## config.mk

```make
export PLATFORM = sky130hd
export DESIGN_NAME = cbm_blank_top
export DESIGN_NICKNAME = d
export VERILOG_FILES = /design/src/cbm_pkg.sv /design/src/cbm_cfg_if.sv /design/src/cbm_apb_regs.sv /design/src/cbm_blank_top.sv
export SDC_FILE = /design/constraint.sdc
export NUM_CORES = 1
export LEC_CHECK = 0
export ABC_CLOCK_PERIOD_IN_PS = 4000
export BUFFER_PORTS_ARGS = -buffer_cell sky130_fd_sc_hd__clkbuf_2
export CAP_MARGIN = 20
export CORE_MARGIN = 4
export CORE_UTILIZATION = 50
export CTS_BUF_LIST = sky130_fd_sc_hd__clkbuf_8
export CTS_CLUSTER_DIAMETER = 60
export DETAILED_ROUTE_END_ITERATION = 12
export PLACE_DENSITY = 0.87
export SLEW_MARGIN = 20
export SYNTH_ARGS = -nofsm -noshare
export SYNTH_HDL_FRONTEND = slang
export SYNTH_SLANG_ARGS = --single-unit
```

## constraint.sdc

```tcl
create_clock -name core_clk -period 4 [get_ports core_clk]
set_input_delay 0.2 -clock core_clk [delete_from_list [all_inputs] [get_ports core_clk]]
set_output_delay 0.2 -clock core_clk [all_outputs]
set_load 0.005 [all_outputs]
```

## src/cbm_pkg.sv

```systemverilog
// Behaviour
// - Mask A codes 1111..1100 pick fault 4, fault 2, trigger out 19, 18.
// - Codes 4..0 pick PWM3 low, PWM2 high/low, PWM1 high/low; rest reserved.
// - Level select 1 blocks low-asserted comparator; 0 blocks high-asserted.
// - OR C true enable connects mask C to the OR gate.
// - OR C inverted enable connects inverted mask C to the OR gate.
// - OR B true enable connects mask B to the OR gate.
// - OR B inverted enable connects inverted mask B to the OR gate.
// - OR A true enable connects mask A to the OR gate.
// - OR A inverted enable connects inverted mask A to the OR gate.
// - AND output enable feeds the AND result into the OR gate.
// - Inverted AND output enable feeds inverted AND result into the OR gate.
// - Six enables connect A, B, C true and inverted to the AND gate.
package cbm_pkg;

  // ----------------------------------------------------------------
  // Register map
  // ----------------------------------------------------------------
  localparam logic [11:0] CBM_SRC_ADDR  = 12'h000;
  localparam logic [11:0] CBM_GATE_ADDR = 12'h004;
  localparam logic [11:0] CBM_STAT_ADDR = 12'h008;
  localparam logic [15:0] CBM_SRC_WMASK  = 16'h000F;
  localparam logic [15:0] CBM_GATE_WMASK = 16'hBFFF;
  localparam logic [15:0] CBM_REG_RESET  = 16'h0000;

  // ----------------------------------------------------------------
  // Field positions
  // ----------------------------------------------------------------
  localparam int CBM_SELA_LSB   = 0;
  localparam int CBM_BLANK_LVL  = 15;
  localparam int CBM_OR_C_TRUE  = 13;
  localparam int CBM_OR_C_INV   = 12;
  localparam int CBM_OR_B_TRUE  = 11;
  localparam int CBM_OR_B_INV   = 10;
  localparam int CBM_OR_A_TRUE  = 9;
  localparam int CBM_OR_A_INV   = 8;
  localparam int CBM_AND_O_INV  = 7;
  localparam int CBM_AND_O_TRUE = 6;
  localparam int CBM_AND_C_TRUE = 5;
  localparam int CBM_AND_C_INV  = 4;
  localparam int CBM_AND_B_TRUE = 3;
  localparam int CBM_AND_B_INV  = 2;
  localparam int CBM_AND_A_TRUE = 1;
  localparam int CBM_AND_A_INV  = 0;

  // ----------------------------------------------------------------
  // Mask A source codes
  // ----------------------------------------------------------------
  localparam logic [3:0] CBM_SEL_FAULT4 = 4'hF;
  localparam logic [3:0] CBM_SEL_FAULT2 = 4'hE;
  localparam logic [3:0] CBM_SEL_TRIG19 = 4'hD;
  localparam logic [3:0] CBM_SEL_TRIG18 = 4'hC;
  localparam logic [3:0] CBM_SEL_PWM3_LO = 4'h4;
  localparam logic [3:0] CBM_SEL_PWM2_HI = 4'h3;
  localparam logic [3:0] CBM_SEL_PWM2_LO = 4'h2;
  localparam logic [3:0] CBM_SEL_PWM1_HI = 4'h1;
  localparam logic [3:0] CBM_SEL_PWM1_LO = 4'h0;

endpackage : cbm_pkg

```

## src/cbm_cfg_if.sv

```systemverilog
`timescale 1ns/10ps
// Carries register contents from the bus slave to the gate network
interface cbm_cfg_if;
  logic [3:0]  maskASel;
  logic [15:0] gateCtl;
  modport regs (output maskASel, output gateCtl);
  modport gate (input maskASel, input gateCtl);
endinterface : cbm_cfg_if

```

## src/cbm_apb_regs.sv

```systemverilog
`timescale 1ns/10ps
module cbm_apb_regs
  import cbm_pkg::*;
(
  input  wire logic        core_clk,
  input  wire logic        rst_n,
  input  wire logic        psel,
  input  wire logic        penable,
  input  wire logic        pwrite,
  input  wire logic [11:0] paddr,
  input  wire logic [31:0] pwdata,
  input  wire logic [3:0]  pstrb,
  output logic      [31:0] prdata,
  output logic             pslverr,
  input  wire logic [1:0]  maskState,
  cbm_cfg_if.regs          cfg
);

  logic [15:0] srcReg_q;
  logic [15:0] gateReg_q;
  logic        wrEn;
  logic [15:0] laneMask;

  assign wrEn     = psel && penable && pwrite;
  assign laneMask = {{8{pstrb[1]}}, {8{pstrb[0]}}};

  always_ff @(posedge core_clk or negedge rst_n) begin
    if (!rst_n) begin
      srcReg_q <= CBM_REG_RESET;
    end else if (wrEn && paddr == CBM_SRC_ADDR) begin
      srcReg_q <= (srcReg_q & ~(laneMask & CBM_SRC_WMASK))
                | (pwdata[15:0] & laneMask & CBM_SRC_WMASK);
    end
  end

  always_ff @(posedge core_clk or negedge rst_n) begin
    if (!rst_n) begin
      gateReg_q <= CBM_REG_RESET;
    end else if (wrEn && paddr == CBM_GATE_ADDR) begin
      gateReg_q <= (gateReg_q & ~(laneMask & CBM_GATE_WMASK))
                 | (pwdata[15:0] & laneMask & CBM_GATE_WMASK);
    end
  end

  // Zero-wait slave: read data is combinational on the current address
  always_comb begin
    prdata  = 32'h0000_0000;
    pslverr = 1'b0;
    if (paddr == CBM_SRC_ADDR) begin
      prdata = {16'h0000, srcReg_q};
    end else if (paddr == CBM_GATE_ADDR) begin
      prdata = {16'h0000, gateReg_q};
    end else if (paddr == CBM_STAT_ADDR) begin
      prdata = {30'h0000_0000, maskState};
    end else begin
      pslverr = psel && penable;
    end
  end

  assign cfg.maskASel = srcReg_q[CBM_SELA_LSB +: 4];
  assign cfg.gateCtl  = gateReg_q;

endmodule : cbm_apb_regs

```

## src/cbm_blank_top.sv

```systemverilog
// Local design decisions: register access over APB and the register offsets.
`timescale 1ns/10ps
module cbm_blank_top
  import cbm_pkg::*;
(
  input  wire logic        core_clk,
  input  wire logic        rst_n,
  input  wire logic        psel,
  input  wire logic        penable,
  input  wire logic        pwrite,
  input  wire logic [11:0] paddr,
  input  wire logic [31:0] pwdata,
  input  wire logic [3:0]  pstrb,
  output logic      [31:0] prdata,
  output logic             pready,
  output logic             pslverr,
  input  wire logic        compIn,
  input  wire logic        pwmGen1Low,
  input  wire logic        pwmGen1High,
  input  wire logic        pwmGen2Low,
  input  wire logic        pwmGen2High,
  input  wire logic        pwmGen3Low,
  input  wire logic        trigGenOut18,
  input  wire logic        trigGenOut19,
  input  wire logic        faultInTwo,
  input  wire logic        faultInFour,
  input  wire logic        maskInputB,
  input  wire logic        maskInputC,
  output logic             compOut,
  output logic             activeMask
);

  cbm_cfg_if cfg ();

  // ----------------------------------------------------------------
  // Input synchronisers
  // ----------------------------------------------------------------
  localparam int NSYNC = 12;
  logic [NSYNC-1:0] rawIn;
  logic [NSYNC-1:0] meta_q;
  logic [NSYNC-1:0] sync_q;

  assign rawIn = {compIn, maskInputC, maskInputB, faultInFour, faultInTwo,
                  trigGenOut19, trigGenOut18, pwmGen3Low, pwmGen2High,
                  pwmGen2Low, pwmGen1High, pwmGen1Low};

  always_ff @(posedge core_clk or negedge rst_n) begin
    if (!rst_n) begin
      meta_q <= '0;
      sync_q <= '0;
    end else begin
      meta_q <= rawIn;
      sync_q <= meta_q;
    end
  end

  logic maskA;
  logic maskB;
  logic maskC;
  logic compSync;
  logic [15:0] gc;
  logic andTerm;
  logic orTerm;
  logic blankLvl;

  assign maskB    = sync_q[9];
  assign maskC    = sync_q[10];
  assign compSync = sync_q[11];
  assign gc       = cfg.gateCtl;
  assign blankLvl = gc[CBM_BLANK_LVL];

  // ----------------------------------------------------------------
  // Mask A source select
  // ----------------------------------------------------------------
  function automatic logic selMaskA(input logic [3:0] code, input logic [NSYNC-1:0] s);
    logic r;
    r = 1'b0;
    case (code)
      CBM_SEL_FAULT4: r = s[8];
      CBM_SEL_FAULT2: r = s[7];
      CBM_SEL_TRIG19: r = s[6];
      CBM_SEL_TRIG18: r = s[5];
      CBM_SEL_PWM3_LO: r = s[4];
      CBM_SEL_PWM2_HI: r = s[3];
      CBM_SEL_PWM2_LO: r = s[2];
      CBM_SEL_PWM1_HI: r = s[1];
      CBM_SEL_PWM1_LO: r = s[0];
      default:        r = 1'b0; // Reserved codes hold mask A low
    endcase
    return r;
  endfunction : selMaskA

  assign maskA = selMaskA(cfg.maskASel, sync_q);

  // ----------------------------------------------------------------
  // Gate network
  // ----------------------------------------------------------------
  // A disabled leg contributes a 1; with no leg enabled the AND is 1,
  // so software must enable AND legs before using the AND output.
  assign andTerm = (maskA  | ~gc[CBM_AND_A_TRUE]) & (~maskA | ~gc[CBM_AND_A_INV])
                 & (maskB  | ~gc[CBM_AND_B_TRUE]) & (~maskB | ~gc[CBM_AND_B_INV])
                 & (maskC  | ~gc[CBM_AND_C_TRUE]) & (~maskC | ~gc[CBM_AND_C_INV]);

  assign orTerm = (maskC & gc[CBM_OR_C_TRUE])
                | (~maskC & gc[CBM_OR_C_INV])
                | (maskB & gc[CBM_OR_B_TRUE])
                | (~maskB & gc[CBM_OR_B_INV])
                | (maskA & gc[CBM_OR_A_TRUE])
                | (~maskA & gc[CBM_OR_A_INV])
                | (andTerm & gc[CBM_AND_O_TRUE])
                | (~andTerm & gc[CBM_AND_O_INV]);

  // Registered outputs: one cycle after the synchronised inputs
  always_ff @(posedge core_clk or negedge rst_n) begin
    if (!rst_n) begin
      activeMask <= 1'b0;
    end else begin
      activeMask <= orTerm;
    end
  end

  always_ff @(posedge core_clk or negedge rst_n) begin
    if (!rst_n) begin
      compOut <= 1'b0;
    end else if (orTerm) begin
      compOut <= blankLvl;
    end else begin
      compOut <= compSync;
    end
  end

  assign pready = 1'b1;

  cbm_apb_regs u_regs (
    .core_clk  (core_clk),
    .rst_n     (rst_n),
    .psel      (psel),
    .penable   (penable),
    .pwrite    (pwrite),
    .paddr     (paddr),
    .pwdata    (pwdata),
    .pstrb     (pstrb),
    .prdata    (prdata),
    .pslverr   (pslverr),
    .maskState ({compOut, activeMask}),
    .cfg       (cfg.regs)
  );
endmodule : cbm_blank_top

```

==> results.toml, run 1 <==
[placement]
dp_cells = 253
place.gp.congestion = 0.790
dp_hpwl_um = 2900
dp_slack_ns = 1.79
io_buffers = 63

[global_route]
grt_first_pass_wirelength_um = 6400
grt_start_max_net_pins = 46
grt_overflow_total = 0
grt_pass1_vias = 1375
antenna_found_initial = 0
grt_use_total_pct = 17.1

[timing]
hold_viol_final = 0
setup_viol = 0
setup_tns_ns = 0
final-max-slew-violation-count = 0
clock.fmax_mhz = 450
worst_pin_slew_ns = 0.945
fin_skew_ns = 0.00619
timing.final.crit_share_pct = 55.5
fin_ws_ns = 1.78
rsz0062_at_grt = "no"
period_minus_slack_ns = 2.22
max_slew_margin_pct = 37.0

[routing]
avgRoutedWirePerCell_um = 14.2
drtIter0Drc = 35
drt-pass1-iter-count = 4
wirelength_um = 3850
drc_errors = 0
ant_nets = 0
vias = 1326
viasPerCell = 4.89

[synth]
async_flop_share_pct = 100
synth.distinct_cells = 37
synth_edf_count = 0
synth_top_area_cell = "dfrtp_1"
synth_seq_cells = 45
ys_seq_area_share_pct = 58.3
synth_area_um2 = 1930
netlist_instances = 144
synthFlopType = "dfrtp_1"
synthMostInstantiatedCell = "dfrtp_1"
yosys.area.top_type_share_pct = 58.3
syn_avg_cell_area_um2 = 13.4
synthTopCellsByCount = "dfrtp_1, buf_4, mux2_2"
yosys-top-cells-area = "dfrtp_1, mux2_2, buf_4"
yosys_warnings = 0

[setup_path]
cp.required_ns = 4.18
r2r-end = "compOut$_DFF_PN0_"
endpoint_kind = "register"
worst_path_largest_cell_delay_ns = 0.53
worstSetupPathType = "reg2reg"
critPathMaxFanout = 6
r2r_cells = 6
reg2reg_slack_ns = 1.78
crit_path_start_kind = "register"
crit_chain = "mux4_2 -> and2_4 -> a22oi_4 -> o211ai_1 -> a211o_1 -> mux2_4"
cp_data_arrival_time_ns = 2.40
slowest_stage = "mux4_2"
critPathCapture = "compOut$_DFF_PN0_"

[final_layout]
fin_nets = 287
layout.cells.non_filler = 271
antenna_cells = 0
multiInputGateArea_um2 = 713
regArea_um2 = 1130
nFillCells = 286
syn_to_final_growth_pct = 27.8
drive_gt1_share_pct = 42.6

[clock_tree]
cts_resized = 0
cts.sinks = 45
cts_tree = "built"
clk-insertion-delay-late_ns = 0.29
clkTransAtPathRegs_ns = 0.08
clockBufferDepth = 2
cts_buffers = 5
htreeDepth = 2
root_buffer = "clkbuf_8"

[power_and_ir_drop]
power_mw = 0.918
power.density_nw_per_um2 = 372
leakage_nw = 1.33
vdd_ir_drop_max_mv = 0.357

[outcome]
status = "finished, final reports clean"

[worst_hold_path]
hold_class = "in2reg"

[run]
max_cap_viol_count = 0

[floorplan]
dieWidth_um = 70.2
core_area_um2 = 3690
initial_utilization_pct = 52.4
die-area_um2 = 4930
die_h_um = 70.2
ios = 101
row_count = 22
## placed cells by master, fill, tap and decap left out, types with 5 or more instances in the layout
master,netlist,final
and2_1,11,11
clkbuf_2,0,62
dlygate4sd3_1,0,10
mux2i_1,5,5
dfrtp_1,45,45
mux2_1,5,5
conb_1,2,18
mux2_2,14,14
clkbuf_8,0,5
## power breakdown
group          switching, mW  leakage, nW  internal (mW)
Clock                  0.145       0.0681          0.248
Combinational         0.0253        0.694         0.0279
Sequential           0.00453        0.566          0.467
Total                  0.175         1.33          0.743
## cell families (layout without fill, tap and decap cells)
group                  Yosys count  in the layout  synth area share (%)
AOI/OAI and AO/OA               16             16                  6.73
buffers and inverters           23             86                  7.96
DFF                             45             45                  58.3
muxes                           26             26                  15.6
other                            2             18                 0.388
and+or+nand+nor                 32             32                  11.1
## per-stage QoR
step,util [%],hold slack (ns),cell area [µm²]
final,67.0,0.0147,2470
after global routing,67.0,0.0108,2470
after CTS,67.0,0.000559,2470
after detailed placement,60.7,0.310,2240
after global placement,60.7,0.309,2240
after floorplan,-,-0.0956,1990
## worst min-delay path by stage
stage | slack [ns] | to | depth (start not counted) | startpoint
after floorplan | -0.1 | asynchronous set/reset pin | 0 | rst_n
final | 0.01 | meta_q[2]$_DFF_PN0_ | 1 | pwmGen2Low
after detailed placement | 0.31 | meta_q[11]$_DFF_PN0_ | 1 | compIn
after global placement | 0.31 | meta_q[10]$_DFF_PN0_ | 1 | maskInputC
after global routing | 0.01 | meta_q[2]$_DFF_PN0_ | 1 | pwmGen2Low
after CTS | 0.0006 | meta_q[2]$_DFF_PN0_ | 1 | pwmGen2Low
## worst max-delay path: cells and delay by family, from the launching register on
kind	cells	cell delay, ns
multiplexers	2	0.84
AO/OA/AOI/OAI	3	0.61
flip-flops	1	0.47
AND/OR/NAND/NOR	1	0.18
## cell type report
class                           instances  share of cell area [%]
Clock inverter                          3                    2.63
Tap cell                               48                    2.43
Sequential cell                        45                    45.6
Clock buffer                            5                    2.78
Inverter                                4                   0.608
Multi-Input combinational cell         92                    28.9
Timing Repair Buffer                   74                    17.1
## routing by layer
layer | routed length, µm | GRT usage (%)
met1 | 1500 | 20.3
met2 | 1970 | 28.3
met3 | 313 | 4.32
met4 | 62 | 8.94
met5 | 0 | 0
## repair_timing
item / in CTS / in global routing
hold buffers: 10 / 0
hold endpoints to repair: 10 / 0
buffers inserted: 0 / 0
Power figures use the tool's default switching activity.
==> run 2: changes to the inputs <==
- ABC_AREA: default -> 1
- ABC_CLOCK_PERIOD_IN_PS: 4000 -> 2100
- CORE_UTILIZATION: 50 -> 47
- PLACE_DENSITY: 0.87 -> 0.82
- clock period: 4 -> 2.1 ns (I/O delays scaled with it)
==> results.toml, run 2 <==
[outcome]
status = "finished, final reports clean"

[routing]
viasPerCell = 4.65
vias = 1584
drc_errors = 0
ant_nets = 0
drtIter0Drc = 27
drt-pass1-iter-count = 4
wirelength_um = 3980
avgRoutedWirePerCell_um = 11.7

[final_layout]
multiInputGateArea_um2 = 671
fin_nets = 356
regArea_um2 = 1130
fin_area_um2 = 2500
final_cell_mix = "clkbuf_2, dfrtp_1, nor2_1"
drive_gt1_share_pct = 31.3
antenna_cells = 0
final_common_cell = "clkbuf_2"
nFillCells = 351
syn_to_final_growth_pct = 25.0

[setup_path]
slowest_stage = "dfrtp_1"
crit_chain = "nor2_2 -> nand3_1 -> a21oi_1 -> nand2_1 -> nand2_2 -> nor2_1 -> nor2_4 -> nand3_2 -> nand2_1 -> nand2_1"
endpoint_kind = "register"
cp_data_arrival_time_ns = 1.76
cp.required_ns = 2.28
path_buf_inv = 0
cp_top_family = "simple AND/OR/NAND/NOR gates"
worst_path_largest_cell_delay_ns = 0.47
cpMostUsedCell = "nand2_1"
crit_path_start_kind = "register"
critPathMaxFanout = 7
worstSetupPathType = "reg2reg"

[synth]
yosys.area.top_type_share_pct = 56.2
yosys-top-cells-area = "dfrtp_1, buf_4, nor2_1"
netlist_instances = 212
syn_avg_cell_area_um2 = 9.45
synthFlopType = "dfrtp_1"
synth_edf_count = 0
synthTopCellsByCount = "dfrtp_1, nor2_1, nand2_1"
yosys_warnings = 0
synth_area_um2 = 2000
synth.distinct_cells = 29
synth_top_area_cell = "dfrtp_1"
synthMostInstantiatedCell = "dfrtp_1"
async_flop_share_pct = 100
synth_seq_cells = 45
ys_seq_area_share_pct = 56.2

[timing]
fin_skew_ns = 0.00655
final-max-slew-violation-count = 0
period_minus_slack_ns = 1.58
timing.final.crit_share_pct = 75.3
rsz0062_at_grt = "no"
fin_ws_ns = 0.519
clock.fmax_mhz = 633
hold_viol_final = 0
worst_pin_slew_ns = 0.537
max_slew_margin_pct = 64.2
setup_tns_ns = 0
hold_slack_ns = 0.0586
setup_viol = 0

[clock_tree]
clk-insertion-delay-late_ns = 0.29
cts_buffers = 5
cts_resized = 0
htreeDepth = 2
cts.sinks = 45
clkTransAtPathRegs_ns = 0.08
cts_setup_buffers = 0
root_buffer = "clkbuf_8"
cts_tree = "built"
clockBufferDepth = 2

[global_route]
grt_pass1_vias = 1502
grt_first_pass_wirelength_um = 6500
grt_overflow_total = 0
grt_start_max_net_pins = 46
grt_use_total_pct = 15.6
antenna_found_initial = 0

[placement]
dp_hpwl_um = 3070
dp_slack_ns = 0.564
io_buffers = 63
place.gp.congestion = 0.793
place_area_um2 = 2290

[floorplan]
die_h_um = 73.3
initial_utilization_pct = 49.4
die-area_um2 = 5370
dieWidth_um = 73.3
core_area_um2 = 4060
ios = 101
row_count = 23

[run]
max_cap_viol_count = 0

[power_and_ir_drop]
leakage_nw = 1.38
vdd_ir_drop_max_mv = 0.441
power.density_nw_per_um2 = 608

[worst_hold_path]
hold_class = "in2reg"
==> run 2: cell types whose count changed after synthesis, sizes merged, moves of 4 or more <==
cell / delta
mux2: -20
nand2: +28
and2: -12
o21ai: +11
nand3: +11
nand4: +4
a21oi: +10
nor2: +30
mux2i: -5
inv: +24
==> run 2: logic make-up (layout without fill, tap and decap cells) <==
kind of cell	after synthesis	count (layout)	share of synthesized area [%]
compound gates	29	29	8.31
buf+inv	49	112	13.3
flops	45	45	56.2
other cells	2	18	0.375
simple gates	87	87	21.8
==> run 2: layout make-up <==
class,count,share of cell area (%)
clock buffers,6,3.30
clock inverters,1,0.150
flip-flops and latches,45,45.0
well taps,50,2.50
inverters,28,4.20
multi-input cells,134,26.8
repair buffers,77,18.1
==> run 2: tightest hold or removal path, delay by kind of cell <==
| kind | cells | cell delay, ns |
|---|---|---|
| compound gates | 1 | 0.06 |
| buf+inv | 2 | 0.14 |
==> run 2: worst paths after layout <==
check	start	end	slack (ns)	cells after the start
min	pwdata[2]	register	0.06	3
max in group asynchronous	rst_n	meta_q[0]$_DFF_PN0_	1.28	3
max reg2reg	register	compOut$_DFF_PN0_	0.52	10
min reg2reg	meta_q[8]$_DFF_PN0_	sync_q[8]$_DFF_PN0_	0.35	0
max	register	compOut$_DFF_PN0_	0.52	10
min in group asynchronous	rst_n	meta_q[6]$_DFF_PN0_	0.46	3
==> run 2: where the power goes <==
part	switching [mW]	internal (mW)	leakage, nW
Sequential	0.00816	0.890	0.505
Clock	0.251	0.256	0.0485
Combinational	0.0595	0.0569	0.828
==> run 2: through the flow <==
step | instances | power (mW) | utilization (%)
detailed placement | 321 | 1.01 | 56.4
global placement | 321 | 1.01 | 56.4
CTS | 341 | 1.54 | 61.7
global route | 341 | 1.59 | 61.7
floorplan | 228 | 0.969 | -
finish | 341 | 1.52 | 61.7
==> run 2: layer usage <==
metal | wire (µm) | GRT usage (%)
met5 | 0 | 0
met4 | 53 | 6.15
met2 | 1890 | 24.4
met3 | 360 | 3.69
met1 | 1670 | 21.0
==> run 2: timing repair <==
action / in CTS / in global routing
hold endpoints to repair: 57 / 0
setup endpoints to repair: 0 / 0
hold buffers: 13 / 0
==> run 3: changes to the inputs <==
- ABC_AREA: 1 -> 0
- ABC_CLOCK_PERIOD_IN_PS: 2100 -> 1400
- CORE_UTILIZATION: 47 -> 42
- PLACE_DENSITY: 0.82 -> 0.78
- clock period: 2.1 -> 1.4 ns (I/O delays scaled with it)
==> results.toml, run 3 (same netlist as run 1, synthesis figures left out) <==
[outcome]
status = "finished, violations left"
failed_checks = "setup timing"

[power_and_ir_drop]
power_mw = 2.27
power.density_nw_per_um2 = 750
vdd_ir_drop_max_mv = 0.683
leakage_nw = 1.55

[timing]
fin_ws_ns = -0.649
hold_viol_final = 0
clock.fmax_mhz = 488
hold_slack_ns = 0.0161
rsz0062_at_grt = "yes"
timing.final.crit_share_pct = 146
max_slew_margin_pct = 65.0
period_minus_slack_ns = 2.05
final-max-slew-violation-count = 0
worst_pin_slew_ns = 0.526
setup_viol = 24
fin_skew_ns = 0.00524

[final_layout]
antenna_cells = 0
final_cell_mix = "clkbuf_2, dfrtp_1, mux2_4, buf_4, conb_1"
fin_area_um2 = 3030
drive_gt1_share_pct = 58.7
syn_to_final_growth_pct = 56.5
final_common_cell = "clkbuf_2"
regArea_um2 = 1130
layout.cells.non_filler = 306
nFillCells = 324
multiInputGateArea_um2 = 916
fin_nets = 318

[setup_path]
slowest_stage = "dfrtp_1"
critPathMaxFanout = 5
cp_data_arrival_time_ns = 2.22
crit_chain = "buf_4 -> mux2i_1 -> a21oi_1 -> a221o_1 -> o211ai_1 -> a211o_1 -> mux2_4"
cp.required_ns = 1.57
crit_path_start_kind = "register"
endpoint_kind = "register"
worst_path_largest_cell_delay_ns = 0.39
worstSetupPathType = "reg2reg"

[routing]
drtIter0Drc = 53
ant_nets = 0
drc_errors = 0
avgRoutedWirePerCell_um = 15.2
wirelength_um = 4640
vias = 1454
viasPerCell = 4.75
drt-pass1-iter-count = 4

[clock_tree]
cts.sinks = 45
cts_tree = "built"
root_buffer = "clkbuf_8"
clkTransAtPathRegs_ns = 0.08
htreeDepth = 2
clockBufferDepth = 2
clk-insertion-delay-late_ns = 0.28
cts_buffers = 5

[run]
max_cap_viol_count = 0

[global_route]
grt_use_total_pct = 14.9
grt_start_max_net_pins = 46
grt_pass1_vias = 1399
grt_overflow_total = 0
antenna_found_initial = 0
grt_first_pass_wirelength_um = 6310

[placement]
dp_hpwl_um = 3260
place_area_um2 = 2530
io_buffers = 63
dp_cells = 279
place.gp.congestion = 0.873

[floorplan]
row_count = 24
core_area_um2 = 4410
initial_utilization_pct = 43.8
die-area_um2 = 5750
die_h_um = 75.8
dieWidth_um = 75.8
ios = 101

[worst_hold_path]
hold_class = "in2reg"
run 3: cell types whose count changed in the layout (fill, tap and decap cells not counted), sizes merged, moves of 5 or more:
cell,before,now
inv,29,5
nor2,34,4
o21ai,12,1
mux2,0,20
nand3,12,1
clkbuf,69,53
mux2i,0,5
nand2,31,3
a21oi,13,3
buf,1,44
and2,0,12
run 3: worst paths after layout:
check,start,endpoint,slack (ns),cells past startpoint
max,register,compOut$_DFF_PN0_,-0.65,7
min,pwdata[9],register,0.02,2
max reg2reg,register,compOut$_DFF_PN0_,-0.65,7
min reg2reg,meta_q[1]$_DFF_PN0_,sync_q[1]$_DFF_PN0_,0.34,0
max in group asynchronous,rst_n,asynchronous set/reset pin,0.63,3
min in group asynchronous,rst_n,meta_q[6]$_DFF_PN0_,0.39,3
run 3: final cells by class:
cell class	count	share of cell area [%]
Multi-Input combinational cell	92	30.3
Clock buffer	5	2.27
Timing Repair Buffer	105	26.8
Sequential cell	45	37.3
Tap cell	52	2.15
Inverter	4	0.744
Clock inverter	3	0.455
run 3: repair_timing:
action | CTS | global route
endpoints found under the setup margin | 7 | 36
cloned | 0 | 1
hold endpoints to repair | 57 | 0
buffers inserted | 3 | 3
gates resized for setup | 7 | 50
hold buffers | 13 | 0
pin swaps | 3 | 14
run 3: critical path: cells and delay by family, from the launching register on:
| family | cells | cell delay [ns] |
|---|---|---|
| multiplexers | 2 | 0.42 |
| flip-flops | 1 | 0.39 |
| buffers and inverters | 1 | 0.17 |
| AO/OA/AOI/OAI | 4 | 0.95 |
run 3: power breakdown:
part	leakage, nW	internal (mW)	switching, mW
Combinational	0.934	0.101	0.0921
Sequential	0.564	1.34	0.0132
Clock	0.0491	0.338	0.388
run 3: per-stage QoR:
| stage | setup WS (ns) | util [%] | setup TNS (ns) |
|---|---|---|---|
| floorplan | -0.608 | - | -3.38 |
| global route | -0.688 | 68.5 | -3.84 |
| CTS | -0.611 | 63.5 | -1.33 |
| global placement | -0.563 | 57.3 | -4.23 |
| finish | -0.649 | 68.5 | -1.85 |
| detailed placement | -0.610 | 57.3 | -4.80 |
run 3: layer usage:
layer	track usage, %	vias up	part of all wire [%]
met3	2.37	8	6.5
met2	26.3	56	52
met5	0	-	0
met1	17.4	701	39
met4	7.18	0	2.0
li1	-	689	-
